**src/rtl/exec_unit_pkg.sv**
```systemverilog
// Summary of operation
// RULE_01: Literal add sums accumulator and immediate, all flags.
// RULE_02: Literal AND updates accumulator, zero flag only.
// RULE_03: File add sums accumulator and file, all flags.
// RULE_04: File AND with accumulator, zero flag only.
// RULE_05: Destination bit selects accumulator or file register.
// RULE_06: File forms: decode, read, compute, write phases.
// RULE_07: Literal forms: decode, read, compute, write accumulator.
// RULE_08: Carry bit7, nibble carry bit3, zero on zero.
package exec_unit_pkg;

  // ----------------------------------------------------------------
  // Instruction fields
  // ----------------------------------------------------------------
  localparam int          INSN_WIDTH     = 14;
  localparam int          DATA_WIDTH     = 8;
  localparam int          ADDR_WIDTH     = 7;
  localparam int          DEST_BIT       = 7;
  localparam logic [5:0]  OPC_ADD_IMM    = 6'h3e;
  localparam logic [5:0]  OPC_ADD_IMM_M  = 6'h3e;
  localparam logic [5:0]  OPC_AND_IMM    = 6'h39;
  localparam logic [5:0]  OPC_ADD_FILE   = 6'h07;
  localparam logic [5:0]  OPC_AND_FILE   = 6'h05;
  localparam logic [7:0]  ACC_RESET      = 8'h00;
  localparam logic [1:0]  PHASE_COUNT    = 2'h3;

  // ----------------------------------------------------------------
  // Types
  // ----------------------------------------------------------------
  typedef enum logic [3:0] {
    PH_DECODE  = 4'b0001,
    PH_READ    = 4'b0010,
    PH_PROCESS = 4'b0100,
    PH_WRITE   = 4'b1000
  } phase_type;

  typedef enum logic [3:0] {
    OP_NONE     = 4'b0000,
    OP_ADD_IMM  = 4'b0001,
    OP_AND_IMM  = 4'b0010,
    OP_ADD_FILE = 4'b0100,
    OP_AND_FILE = 4'b1000
  } op_type;

  typedef struct packed {
    logic carry;
    logic nibble_carry_flag;
    logic zero;
  } flags_type;

  typedef struct packed {
    logic       en;
    logic [6:0] addr;
    logic [7:0] data;
  } file_wr_type;

  typedef struct packed {
    logic [7:0] result;
    flags_type  flags;
    logic       carry_upd;
  } alu_out_type;

endpackage

```
**src/rtl/exec_alu.sv**
```systemverilog
module exec_alu
  import exec_unit_pkg::*;
(
  input  wire logic [7:0] a,
  input  wire logic [7:0] b,
  input  wire logic       do_add,
  output alu_out_type     y
);

  logic [4:0] low_sum;
  logic [8:0] full_sum;

  always_comb begin
    low_sum  = {1'b0, a[3:0]} + {1'b0, b[3:0]};
    full_sum = {1'b0, a} + {1'b0, b};
    y.carry_upd = do_add;
    if (do_add) begin
      y.result = full_sum[7:0];
    end else begin
      y.result = a & b;
    end
    y.flags.carry             = full_sum[8];  // RULE_08
    y.flags.nibble_carry_flag = low_sum[4];   // RULE_08
    y.flags.zero              = (y.result == 8'h00);  // RULE_08
  end

endmodule

```
**src/rtl/add_and_execute_unit.sv**
```systemverilog
module add_and_execute_unit
  import exec_unit_pkg::*;
(
  input  wire logic        SYS_CLK,
  input  wire logic        RST,
  input  wire logic        INSN_VALID,
  input  wire logic [13:0] INSN,
  input  wire logic [7:0]  FILE_RDATA,
  output logic             INSN_READY,
  output logic [6:0]       FILE_ADDR,
  output logic             FILE_RD,
  output file_wr_type      FILE_WR,
  output logic [7:0]       ACC,
  output flags_type        FLAGS,
  output logic [3:0]       PHASE,
  output logic             DONE,
  output logic             ILLEGAL
);

  // ----------------------------------------------------------------
  // State
  // ----------------------------------------------------------------
  phase_type   phase_q, phase_d;
  op_type      op_q, op_d;
  logic [13:0] insn_q, insn_d;
  logic [7:0]  opnd_q, opnd_d;
  alu_out_type res_q, res_d;
  logic [7:0]  acc_q, acc_d;
  flags_type   flags_q, flags_d;
  file_wr_type wr_q, wr_d;
  logic        rd_q, rd_d;
  logic        done_q, done_d;
  logic        ill_q, ill_d;
  logic        rdy_q, rdy_d;
  logic [6:0]  addr_q, addr_d;
  alu_out_type alu_y;
  logic        is_add;

  assign is_add = (op_q == OP_ADD_IMM) || (op_q == OP_ADD_FILE);

  exec_alu u_alu (
    .a      (acc_q),
    .b      (opnd_q),
    .do_add (is_add),
    .y      (alu_y)
  );

  // ----------------------------------------------------------------
  // Phase sequencer and datapath
  // ----------------------------------------------------------------
  always_comb begin
    phase_d = phase_q;
    op_d    = op_q;
    insn_d  = insn_q;
    opnd_d  = opnd_q;
    res_d   = res_q;
    acc_d   = acc_q;
    flags_d = flags_q;
    wr_d    = '0;
    rd_d    = 1'b0;
    done_d  = 1'b0;
    ill_d   = 1'b0;
    rdy_d   = 1'b0;
    addr_d  = addr_q;
    case (phase_q)
      PH_DECODE: begin
        rdy_d = 1'b1;
        if (INSN_VALID && rdy_q) begin
          rdy_d  = 1'b0;
          insn_d = INSN;
          addr_d = INSN[ADDR_WIDTH-1:0];
          // Decode happens in the first phase of every form.
          if ((INSN[13:8] & OPC_ADD_IMM_M) == OPC_ADD_IMM) begin
            op_d = OP_ADD_IMM;  // RULE_01
          end else if (INSN[13:8] == OPC_AND_IMM) begin
            op_d = OP_AND_IMM;  // RULE_02
          end else if (INSN[13:8] == OPC_ADD_FILE) begin
            op_d = OP_ADD_FILE;  // RULE_03
            rd_d = 1'b1;
          end else if (INSN[13:8] == OPC_AND_FILE) begin
            op_d = OP_AND_FILE;  // RULE_04
            rd_d = 1'b1;
          end else begin
            op_d = OP_NONE;
          end
          phase_d = PH_READ;
        end
      end
      PH_READ: begin
        // Operand read: immediate or file data.
        if (op_q == OP_ADD_IMM || op_q == OP_AND_IMM) begin
          opnd_d = insn_q[7:0];  // RULE_07
        end else begin
          opnd_d = FILE_RDATA;  // RULE_06
        end
        phase_d = PH_PROCESS;
      end
      PH_PROCESS: begin
        res_d   = alu_y;  // RULE_06
        phase_d = PH_WRITE;
      end
      PH_WRITE: begin
        done_d  = 1'b1;
        phase_d = PH_DECODE;
        if (op_q == OP_NONE) begin
          ill_d = 1'b1;
        end else begin
          flags_d.zero = res_q.flags.zero;  // RULE_02
          if (res_q.carry_upd) begin
            flags_d = res_q.flags;  // RULE_08
          end
          if ((op_q == OP_ADD_FILE || op_q == OP_AND_FILE) && insn_q[DEST_BIT]) begin
            wr_d.en   = 1'b1;  // RULE_05
            wr_d.addr = addr_q;
            wr_d.data = res_q.result;
          end else begin
            acc_d = res_q.result;  // RULE_05
          end
        end
      end
      default: begin
        phase_d = PH_DECODE;
      end
    endcase
  end

  always_ff @(posedge SYS_CLK or posedge RST) begin
    if (RST) begin
      phase_q <= PH_DECODE;
      op_q    <= OP_NONE;
      insn_q  <= '0;
      opnd_q  <= 8'h00;
      res_q   <= '0;
      acc_q   <= ACC_RESET;
      flags_q <= '0;
      wr_q    <= '0;
      rd_q    <= 1'b0;
      done_q  <= 1'b0;
      ill_q   <= 1'b0;
      rdy_q   <= 1'b0;
      addr_q  <= 7'h00;
    end else begin
      phase_q <= phase_d;
      op_q    <= op_d;
      insn_q  <= insn_d;
      opnd_q  <= opnd_d;
      res_q   <= res_d;
      acc_q   <= acc_d;
      flags_q <= flags_d;
      wr_q    <= wr_d;
      rd_q    <= rd_d;
      done_q  <= done_d;
      ill_q   <= ill_d;
      rdy_q   <= rdy_d;
      addr_q  <= addr_d;
    end
  end

  assign INSN_READY = rdy_q;
  assign FILE_ADDR  = addr_q;
  assign FILE_RD    = rd_q;
  assign FILE_WR    = wr_q;
  assign ACC        = acc_q;
  assign FLAGS      = flags_q;
  assign PHASE      = phase_q;
  assign DONE       = done_q;
  assign ILLEGAL    = ill_q;
endmodule

```
**config.mk**
```make
export PLATFORM = sky130hd
export DESIGN_NAME = add_and_execute_unit
export DESIGN_NICKNAME = d
export VERILOG_FILES = /design/src/rtl/exec_unit_pkg.sv /design/src/rtl/exec_alu.sv /design/src/rtl/add_and_execute_unit.sv
export SDC_FILE = /design/constraint.sdc
export NUM_CORES = 1
export LEC_CHECK = 0
export ABC_AREA = 1
export BUFFER_PORTS_ARGS = -buffer_cell sky130_fd_sc_hd__buf_2
export CORE_MARGIN = 4
export CORE_UTILIZATION = 48
export DETAILED_ROUTE_END_ITERATION = 10
export GPL_TIMING_DRIVEN = 0
export PLACE_DENSITY = 0.71
export SYNTH_ARGS = -nofsm -noshare
export SYNTH_HDL_FRONTEND = slang
export SYNTH_HIERARCHICAL = 1
export SYNTH_SLANG_ARGS = --single-unit
```
**constraint.sdc**
```tcl
create_clock -name SYS_CLK -period 4.1 [get_ports SYS_CLK]
set_input_delay 0.205 -clock SYS_CLK [delete_from_list [all_inputs] [get_ports SYS_CLK]]
set_output_delay 0.205 -clock SYS_CLK [all_outputs]
set_load 0.01 [all_outputs]
```
==> metrics.yaml, run 1 <==
outcome:
  outcome: "complete, no violations"
worst_setup_path:
  critPathRequiredTime_ns: 4.39
  reg2reg_from: "op_q[2]"
  worstSetupPathType: "reg2reg"
  startpoint: "op_q[2]"
  end_kind: "flip-flop"
  crit_fanout: 5
  worstPathArrival_ns: 2.61
  start_kind: "flip-flop"
clocking:
  clkTransAtPathRegs_ns: 0.07
  clk_latency_ns: 0.35
  numCtsBuffers: 9
  cts-root-buf: "clkbuf_8"
  cts.sinks: 67
  cts_tree: "built"
  cts.htree.levels: 3
  cts_resized: 0
  hold_buffers: 0
  cts_buffer_depth: 2
  post-cts-setup-buffers: 0
detailed_routing:
  routed_via_density: 4.83
  finalWirelength_um: 7250
  drt_iter0_markers: 215
  ant_nets: 0
  vias: 2758
  drtPass1Iterations: 4
  drt-wirelength-per-cell_um: 12.7
  drc: 0
logic_synthesis:
  syn-num-nets: 445
  synthAdderAreaFrac_pct: 3.64
  ys_warn_count: 6
  synth-edff-count: 0
  yosysMostFrequentCell: "nand2_1"
  ys_seq_area_share_pct: 50.8
  synthFlopType: "dfrtp_1"
  synth_xor_area_share_pct: 0.530
  synthDistinctLibCells: 25
  netlist_area_um2: 3300
  ys_ff_latch: 67
  synth_top_family_by_area: "simple AND/OR/NAND/NOR gates"
  synth-simple-area-share_pct: 26.2
  synth_commonest_cells: "119 x nand2_1, 66 x dfrtp_1, 64 x inv_1"
  avgSynthCellArea_um2: 8.04
  synthMuxAreaShare_pct: 0
  synth_area_leaders: "dfrtp_1 50%, nand2_1 14%, inv_1 7.3%"
  synthArstFlopShare_pct: 100
  synth_top_cell_area_share_pct: 50.0
  netlist_instances: 411
  synth_area_leader_cell: "dfrtp_1"
  synth_compound_area_share_pct: 7.35
sta:
  finalHoldViolations: 0
  holdWs_ns: 0.0271
  setup_tns_ns: 0
  setup_viol: 0
  max_slew.worst_pin.slew_ns: 0.845
  max_freq_ghz: 0.431
  relSlewSlack_pct: 43.6
  setup_ws_ns: 1.78
  finClkSkew_ns: 0.00766
  slew_viol_final: 0
  rsz0062_at_grt: "false"
  final.period_utilization_pct: 56.6
  fin_crit_ns: 2.32
grt:
  track_usage_pct: 18.8
  grt_pass1_wl_um: 12500
  grt_overflow: 0
  grt_max_degree: 42
  grt_pass1_vias: 2747
  antenna_found_initial: 0
finish:
  antenna_cells: 0
  drive_gt1_share_pct: 24.1
  fill_cells: 598
  nets: 523
  syn2layout_area_growth_pct: 20.1
die:
  ios: 67
  die_area_um2: 8270
  initial_core_util_pct: 50.6
  core_area_um2: 6530
  die_h_um: 91.0
  die_w_um: 91.0
  rows: 29
power_and_ir_drop:
  p_per_area_nw_per_um2: 514
  p_leak_nw: 2.30
  vdd.ir_drop.worst_mv: 0.406
placement:
  post-place-ws_ns: 1.87
  place_congestion: 0.863
  numPortBuffers: 66
  dp_hpwl_um: 5590
job:
  maxCapViolations: 0
hold_path:
  hold_class: "in2async"
[critical path, stage by stage, from the launching register on]
cell     delay [ns]
dfrtp_1        0.42
xnor2_1        0.14
nor3_1         0.61
inv_1          0.28
nand2_1        0.16
nand2_2        0.07
nor2_1         0.10
nand3_1        0.08
nor2_1         0.11
nand2_1        0.09
nor2_2         0.08
nand2_1        0.05
nand2_1        0.08
[final timing paths]
check,to,cells after the start,slack (ns)
worst max-delay path,res_q[1],12,1.78
worst min-delay path,FILE_RD,2,0.03
worst max register to register,res_q[1],12,1.78
worst min register to register,FLAGS[1],2,0.47
max in group asynchronous,res_q[5],3,3.46
min in group SYS_CLK,insn_q[6],3,0.06
[state kept, by name, indices dropped and copies added (netlist names)]
register	count
res_q	12
INSN_READY	1
FILE_RD	1
PHASE	4
insn_q	8
opnd_q	8
FILE_WR	16
ILLEGAL	1
op_q	4
ACC	8
FLAGS	3
DONE	1
[cell type report]
type	instances	area, um2	area share (%)
multi-input cells	261	1250	31.5
flip-flops and latches	67	1680	42.3
well taps	77	96.3	2.43
inverters	66	248	6.25
repair buffers	67	350	8.83
clock inverters	7	92.6	2.33
plain buffers	17	130	3.28
clock buffers	9	124	3.12
[cell usage in the layout, fill, tap and decap left out, types with 4 or more instances in the layout]
cell type and n:
a21oi_1 6, buf_2 71, buf_4 8, buf_6 4, clkbuf_8 9, dfrtp_1 66
ha_1 8, inv_1 63, nand2_1 119, nand2_2 4, nand3_1 29, nor2_1 38
nor2_2 4, o21ai_0 31, o21ai_1 8
[metrics by stage]
stage               util (%)  power, mW  instances  instance area, um2
finish                  60.7       2.04        571                3970
global route            60.7       2.18        571                3970
CTS                     60.7       2.06        571                3970
detailed placement      57.4       1.46        555                3750
global placement        57.1       1.43        554                3730
floorplan                  -       1.28        411                3300
[report_power, final]
part	internal [mW]	switching (mW)
logic	0.235	0.353
clock network	0.341	0.256
registers	0.772	0.0833
[logic make-up after synthesis]
kind of cell	after synthesis
compound gates	47
xor+xnor	2
fa+ha+maj	9
buf+inv	83
flops	67
simple gates	203
[metal layers]
layer  vias up  wire (um)  global-route usage (%)
met5         -          0                       0
met4         0        129                    7.66
met3        11        516                    5.87
met2        78       3430                    29.6
met1      1258       3180                    24.3
li1       1411          -                       -
No activity file was read; power rests on OpenSTA's default activity.
==> run 2, diff against run 1 <==
- clock period: 4.1 -> 2.3 ns (I/O delays scaled with it)
==> run 2 against run 1 <==
Net effect:
- routed wire length rose by 3.2%
- die area did not move
- via count rose by 2.0%
- global-route usage rose by 0.42 points
- register-to-register slack got worse by 1.6 ns
- combinational power rose by 82%
- clock skew rose by 0.00086 ns
- sequential share of layout area fell by 1.1 points
- design area rose by 2.6%
- clock power rose by 79%
- worst hold slack improved by 0.046 ns
- critical path type unchanged
- critical endpoint unchanged
- largest cell class unchanged
- largest power group unchanged
- highest routed layer unchanged
==> metrics.yaml, run 2 (synthesized netlist as in run 1, its figures left out) <==
hold_path:
  hold_class: "in2reg"
grt:
  grt_max_degree: 42
  antenna_found_initial: 0
  grt_pass1_vias: 2833
  track_usage_pct: 19.3
  grt_overflow: 0
  grt_pass1_wl_um: 12800
sta:
  finalHoldViolations: 0
  rsz0062_at_grt: "false"
  setup_ws_ns: 0.230
  setup_tns_ns: 0
  finClkSkew_ns: 0.00852
  setup_viol: 0
  final.period_utilization_pct: 90.0
  max_slew.worst_pin.slew_ns: 0.880
  relSlewSlack_pct: 41.2
  slew_viol_final: 0
  fin_crit_ns: 2.07
  max_freq_ghz: 0.483
power_and_ir_drop:
  internal_power_mw: 2.41
  vdd.ir_drop.worst_mv: 0.736
  p_leak_nw: 2.35
  p_total_mw: 3.66
  clockPowerShare_pct: 29.1
  p_per_area_nw_per_um2: 899
  p_sw_mw: 1.25
  p_sw_share_pct: 34.1
  share_comb_of_total_power_pct: 29.1
  sequentialPowerShare_pct: 41.8
clocking:
  post-cts-setup-buffers: 0
  numCtsBuffers: 9
  clk_latency_ns: 0.35
  cts_tree: "built"
  cts.htree.levels: 3
  cts_buffer_depth: 2
  cts.sinks: 67
  cts-root-buf: "clkbuf_8"
  clkTransAtPathRegs_ns: 0.08
placement:
  placed_cells: 555
  post-place-ws_ns: 0.0667
  place_congestion: 0.863
  numPortBuffers: 66
  dp_hpwl_um: 5590
detailed_routing:
  drtPass1Iterations: 5
  finalWirelength_um: 7480
  drt_iter0_markers: 241
  drc: 0
  ant_nets: 0
  drt-wirelength-per-cell_um: 12.9
  vias: 2814
  routed_via_density: 4.84
worst_setup_path:
  crit_top_cell: "nand2_1"
  worstPathArrival_ns: 2.36
  slowest_stage: "fa_1"
  crit_fanout: 3
  start_kind: "flip-flop"
  critPathRequiredTime_ns: 2.59
  crit_family: "simple AND/OR/NAND/NOR gates"
  max_stage_delay_ns: 0.47
  end_kind: "flip-flop"
  worstSetupPathType: "reg2reg"
  crit_chain: "ha_1 -> inv_1 -> fa_1 -> nand2_1 -> o21ai_1 -> nand2_1 -> nor2_1 -> nand3_1 -> nor2_1 -> nand2_1 -> nor2_2 -> nand2_1 -> nand2_1"
  path_buf_inv: 1
finish:
  largest_register_ffs: 16
  mostFrequentLayoutCell: "nand2_1"
  nets: 533
  final_cell_mix: "119 x nand2_1, 71 x buf_2, 66 x dfrtp_1, 63 x inv_1, 38 x nor2_1"
  antenna_cells: 0
  drive_gt1_share_pct: 23.8
  post-route-util_pct: 62.3
  fill_cells: 577
  syn2layout_area_growth_pct: 23.3
  final_cell_count_no_fill: 581
outcome:
  outcome: "complete, no violations"
job:
  maxCapViolations: 0
die:
  initial_core_util_pct: 50.6
  core_area_um2: 6530
  ios: 67
  die_area_um2: 8270
  rows: 29
  die_h_um: 91.0
  die_w_um: 91.0
## run 2: changes by cell type in the layout (fill, tap and decap cells not counted), sizes merged
cell / delta
dlygate4sd3: +10
## run 2: cell type report
| cell class | count | area, um2 | area share [%] |
|---|---|---|---|
| Sequential cell | 67 | 1680 | 41.2 |
| Timing Repair Buffer | 77 | 450 | 11.1 |
| Multi-Input combinational cell | 261 | 1250 | 30.8 |
| Inverter | 66 | 248 | 6.08 |
| Clock buffer | 9 | 124 | 3.04 |
| Buffer | 17 | 130 | 3.20 |
| Tap cell | 77 | 96.3 | 2.37 |
| Clock inverter | 7 | 92.6 | 2.27 |
## run 2: worst paths after layout
check,slack [ns],end,cells past startpoint,start
setup / recovery,0.23,res_q[1],13,ACC[0]
hold / removal,0.07,opnd_q[2],5,FILE_RDATA[2]
setup reg to reg,0.23,res_q[1],13,ACC[0]
hold reg to reg,0.47,FLAGS[1],2,FLAGS[1]
max in group asynchronous,1.16,res_q[5],4,RST
min in group asynchronous,0.51,op_q[3],3,RST
## run 2: repair_timing
item                       CTS  global route
hold buffers                10             0
resized for setup            0             1
hold endpoints to repair    48             0
setup endpoints to repair    0             1
## run 2: power groups by stage
| stage | Combinational (mW) | Sequential (mW) | Clock, mW |
|---|---|---|---|
| 2_1_floorplan | 0.773 | 1.51 | 0 |
| 3_3_place_gp | 1.01 | 1.54 | 0 |
| 3_5_place_dp | 1.05 | 1.55 | 0 |
| 4_1_cts | 1.07 | 1.53 | 1.09 |
| 5_1_grt | 1.22 | 1.55 | 1.14 |
| 6_report | 1.07 | 1.53 | 1.07 |
## run 2: stage by stage
stage,hold WS [ns],instance area (um2)
after floorplan,0.236,3300
after global placement,0.328,3730
after detailed placement,0.331,3750
after CTS,0.0554,4070
after global routing,0.0909,4070
final,0.0735,4070
## run 2: routing by layer
metal	share of wire, %	vias to the layer above	global-route usage, %	wire length, um
met5	0	-	0	0
met4	1.7	0	8.04	129
met1	43	1277	24.8	3230
met2	48	96	30.3	3580
met3	7.3	11	5.87	549
li1	-	1430	-	-
## run 2: worst reg2reg max path, delay by kind of cell (launching register included)
kind	cells	cell delay, ns
AND/OR/NAND/NOR	9	0.74
buffers and inverters	1	0.07
adder cells (fa/ha/maj)	2	0.69
flip-flops	1	0.38
AO/OA/AOI/OAI	1	0.13
==> run 3, diff against run 2 <==
- CORE_ASPECT_RATIO: unset -> 1.25
- RECOVER_POWER: unset -> 25
- SETUP_SLACK_MARGIN: unset -> 0.4
==> run 3 against run 2 <==
Net effect:
- cell count up 4.0%
- worst hold slack got worse by 0.045 ns
- largest power group unchanged
- largest cell class unchanged
- critical endpoint unchanged
- global-route usage rose by 0.69 points
==> metrics.yaml, run 3 (synthesized netlist as in run 1, its figures left out) <==
power_and_ir_drop:
  share_comb_of_total_power_pct: 31.5
  clockPowerShare_pct: 25.1
  p_total_mw: 3.51
  p_per_area_nw_per_um2: 856
  p_sw_mw: 1.23
  vdd.ir_drop.worst_mv: 0.671
  p_leak_nw: 2.22
  p_sw_share_pct: 35.2
  sequentialPowerShare_pct: 43.4
  internal_power_mw: 2.28
finish:
  design_area_um2: 4100
  multi_input_area_um2: 1270
  fill_cells: 618
  nets: 546
  antenna_cells: 0
  drive_gt1_share_pct: 18.4
  largest_register_ffs: 16
  final_cell_mix: "118 x nand2_1, 66 x dfrtp_1, 63 x inv_1, 43 x clkbuf_1, 38 x nor2_1"
  syn2layout_area_growth_pct: 24.1
  mostFrequentLayoutCell: "nand2_1"
  regArea_um2: 1680
grt:
  grt_overflow: 0
  track_usage_pct: 19.9
  grt_pass1_vias: 2714
  antenna_found_initial: 0
  grt_max_degree: 43
  grt_pass1_wl_um: 12500
sta:
  finalHoldViolations: 0
  slew_viol_final: 0
  fin_crit_ns: 1.98
  rsz0062_at_grt: "true"
  setup_tns_ns: 0
  max_freq_ghz: 0.504
  finClkSkew_ns: 0.00589
  final.period_utilization_pct: 86.2
  max_slew.worst_pin.slew_ns: 0.883
  relSlewSlack_pct: 41.0
  setup_viol: 0
detailed_routing:
  vias: 2870
  finalWirelength_um: 7700
  drc: 0
  drt-wirelength-per-cell_um: 12.8
  drt_iter0_markers: 94
  drtPass1Iterations: 4
  ant_nets: 0
  routed_via_density: 4.75
worst_setup_path:
  r2r.worst_path.cells: 13
  r2r_setup_slack_ns: 0.32
  worstSetupPathType: "reg2reg"
  critPathRequiredTime_ns: 2.58
  start_kind: "flip-flop"
  end_kind: "flip-flop"
  r2r-end: "res_q[1]"
  crit_fanout: 2
  worstPathArrival_ns: 2.26
  reg2reg_from: "ACC[0]"
clocking:
  cts_tree: "built"
  cts_buffer_depth: 2
  clkTransAtPathRegs_ns: 0.07
  clk_latency_ns: 0.34
  cts-root-buf: "clkbuf_8"
  cts.sinks: 67
  cts.htree.levels: 3
  numCtsBuffers: 9
die:
  ios: 67
  initial_core_util_pct: 50.0
  die_area_um2: 8280
  rows: 33
  die_w_um: 82.2
  core_area_um2: 6610
  die_h_um: 101
job:
  maxCapViolations: 0
hold_path:
  min_path_cells: 4
  hold_class: "in2reg"
  hp-start: "INSN_VALID"
  min_to: "INSN_READY"
placement:
  placed_area_um2: 3760
  dp_hpwl_um: 5550
  numPortBuffers: 66
  place_congestion: 0.949
outcome:
  outcome: "complete, no violations"
[run 3: cell types whose count changed in the layout (fill, tap and decap cells not counted), moves of 2 or more]
cell and delta:
buf_2 -39, buf_4 +11, bufinv_16 -2, clkbuf_1 +43
clkbuf_4 +2, clkbuf_8 +2, clkinv_4 -2
[run 3: worst max path at each step]
stage	endpoint	slack, ns	cells after the start	start
6_report	res_q[1]	0.32	13	ACC[0]
5_1_grt	res_q[1]	0.20	13	op_q[0]
4_1_cts	res_q[1]	0.31	14	ACC[0]
3_5_place_dp	res_q[1]	0.005	13	op_q[2]
3_3_place_gp	FILE_WR[8]	-0.26	2	RST
2_1_floorplan	res_q[1]	0.43	13	ACC[0]
[run 3: layer usage]
layer | global-route usage, % | wire (um) | up-vias
li1 | - | - | 1458
met1 | 25.8 | 3290 | 1325
met5 | 0 | 0 | -
met2 | 32.2 | 3920 | 78
met3 | 4.83 | 378 | 9
met4 | 7.16 | 113 | 0
[run 3: cell type report]
type                            instances  share of cell area (%)
Sequential cell                        67                    40.9
Multi-Input combinational cell        261                    31.0
Timing Repair Buffer                   90                    12.2
Inverter                               66                    6.04
Clock buffer                           14                    3.97
Buffer                                 17                    2.99
Tap cell                               87                    2.65
Clock inverter                          2                   0.244
[run 3: power by group through the flow]
stage	clock network, mW	registers [mW]	logic [mW]
detailed placement	0	1.55	1.05
global placement	0	1.54	1.02
global route	0.947	1.55	1.25
floorplan	0	1.51	0.773
CTS	0.896	1.53	1.09
finish	0.880	1.53	1.11
[run 3: repair_timing]
action,in CTS,in global routing
setup buffers,6,8
gates resized for setup,3,6
setup endpoints to repair,4,4
hold buffers,9,0
pin swaps,3,8
hold endpoints to repair,44,0
cloned,0,0
[run 3: worst max-delay path, cell delays in order (launching register included)]
cell     delay, ns
dfrtp_1       0.37
ha_2          0.19
inv_1         0.05
fa_2          0.51
nand2_1       0.06
o21ai_2       0.06
nand2_1       0.07
nor2_1        0.12
nand3_1       0.09
nor2_1        0.12
nand2_1       0.08
nor2_2        0.08
nand2_1       0.05
nand2_1       0.07
[run 3: through the flow]
step                      setup WS, ns  utilization, %  std cells  hold slack (ns)
after floorplan                  0.426               -        411            0.236
after global placement          -0.261            56.6        564            0.323
after detailed placement       0.00494            57.0        565            0.327
after CTS                        0.311            61.8        596           0.0143
after global routing             0.197            62.1        604           0.0544
final                            0.317            62.1        604           0.0283
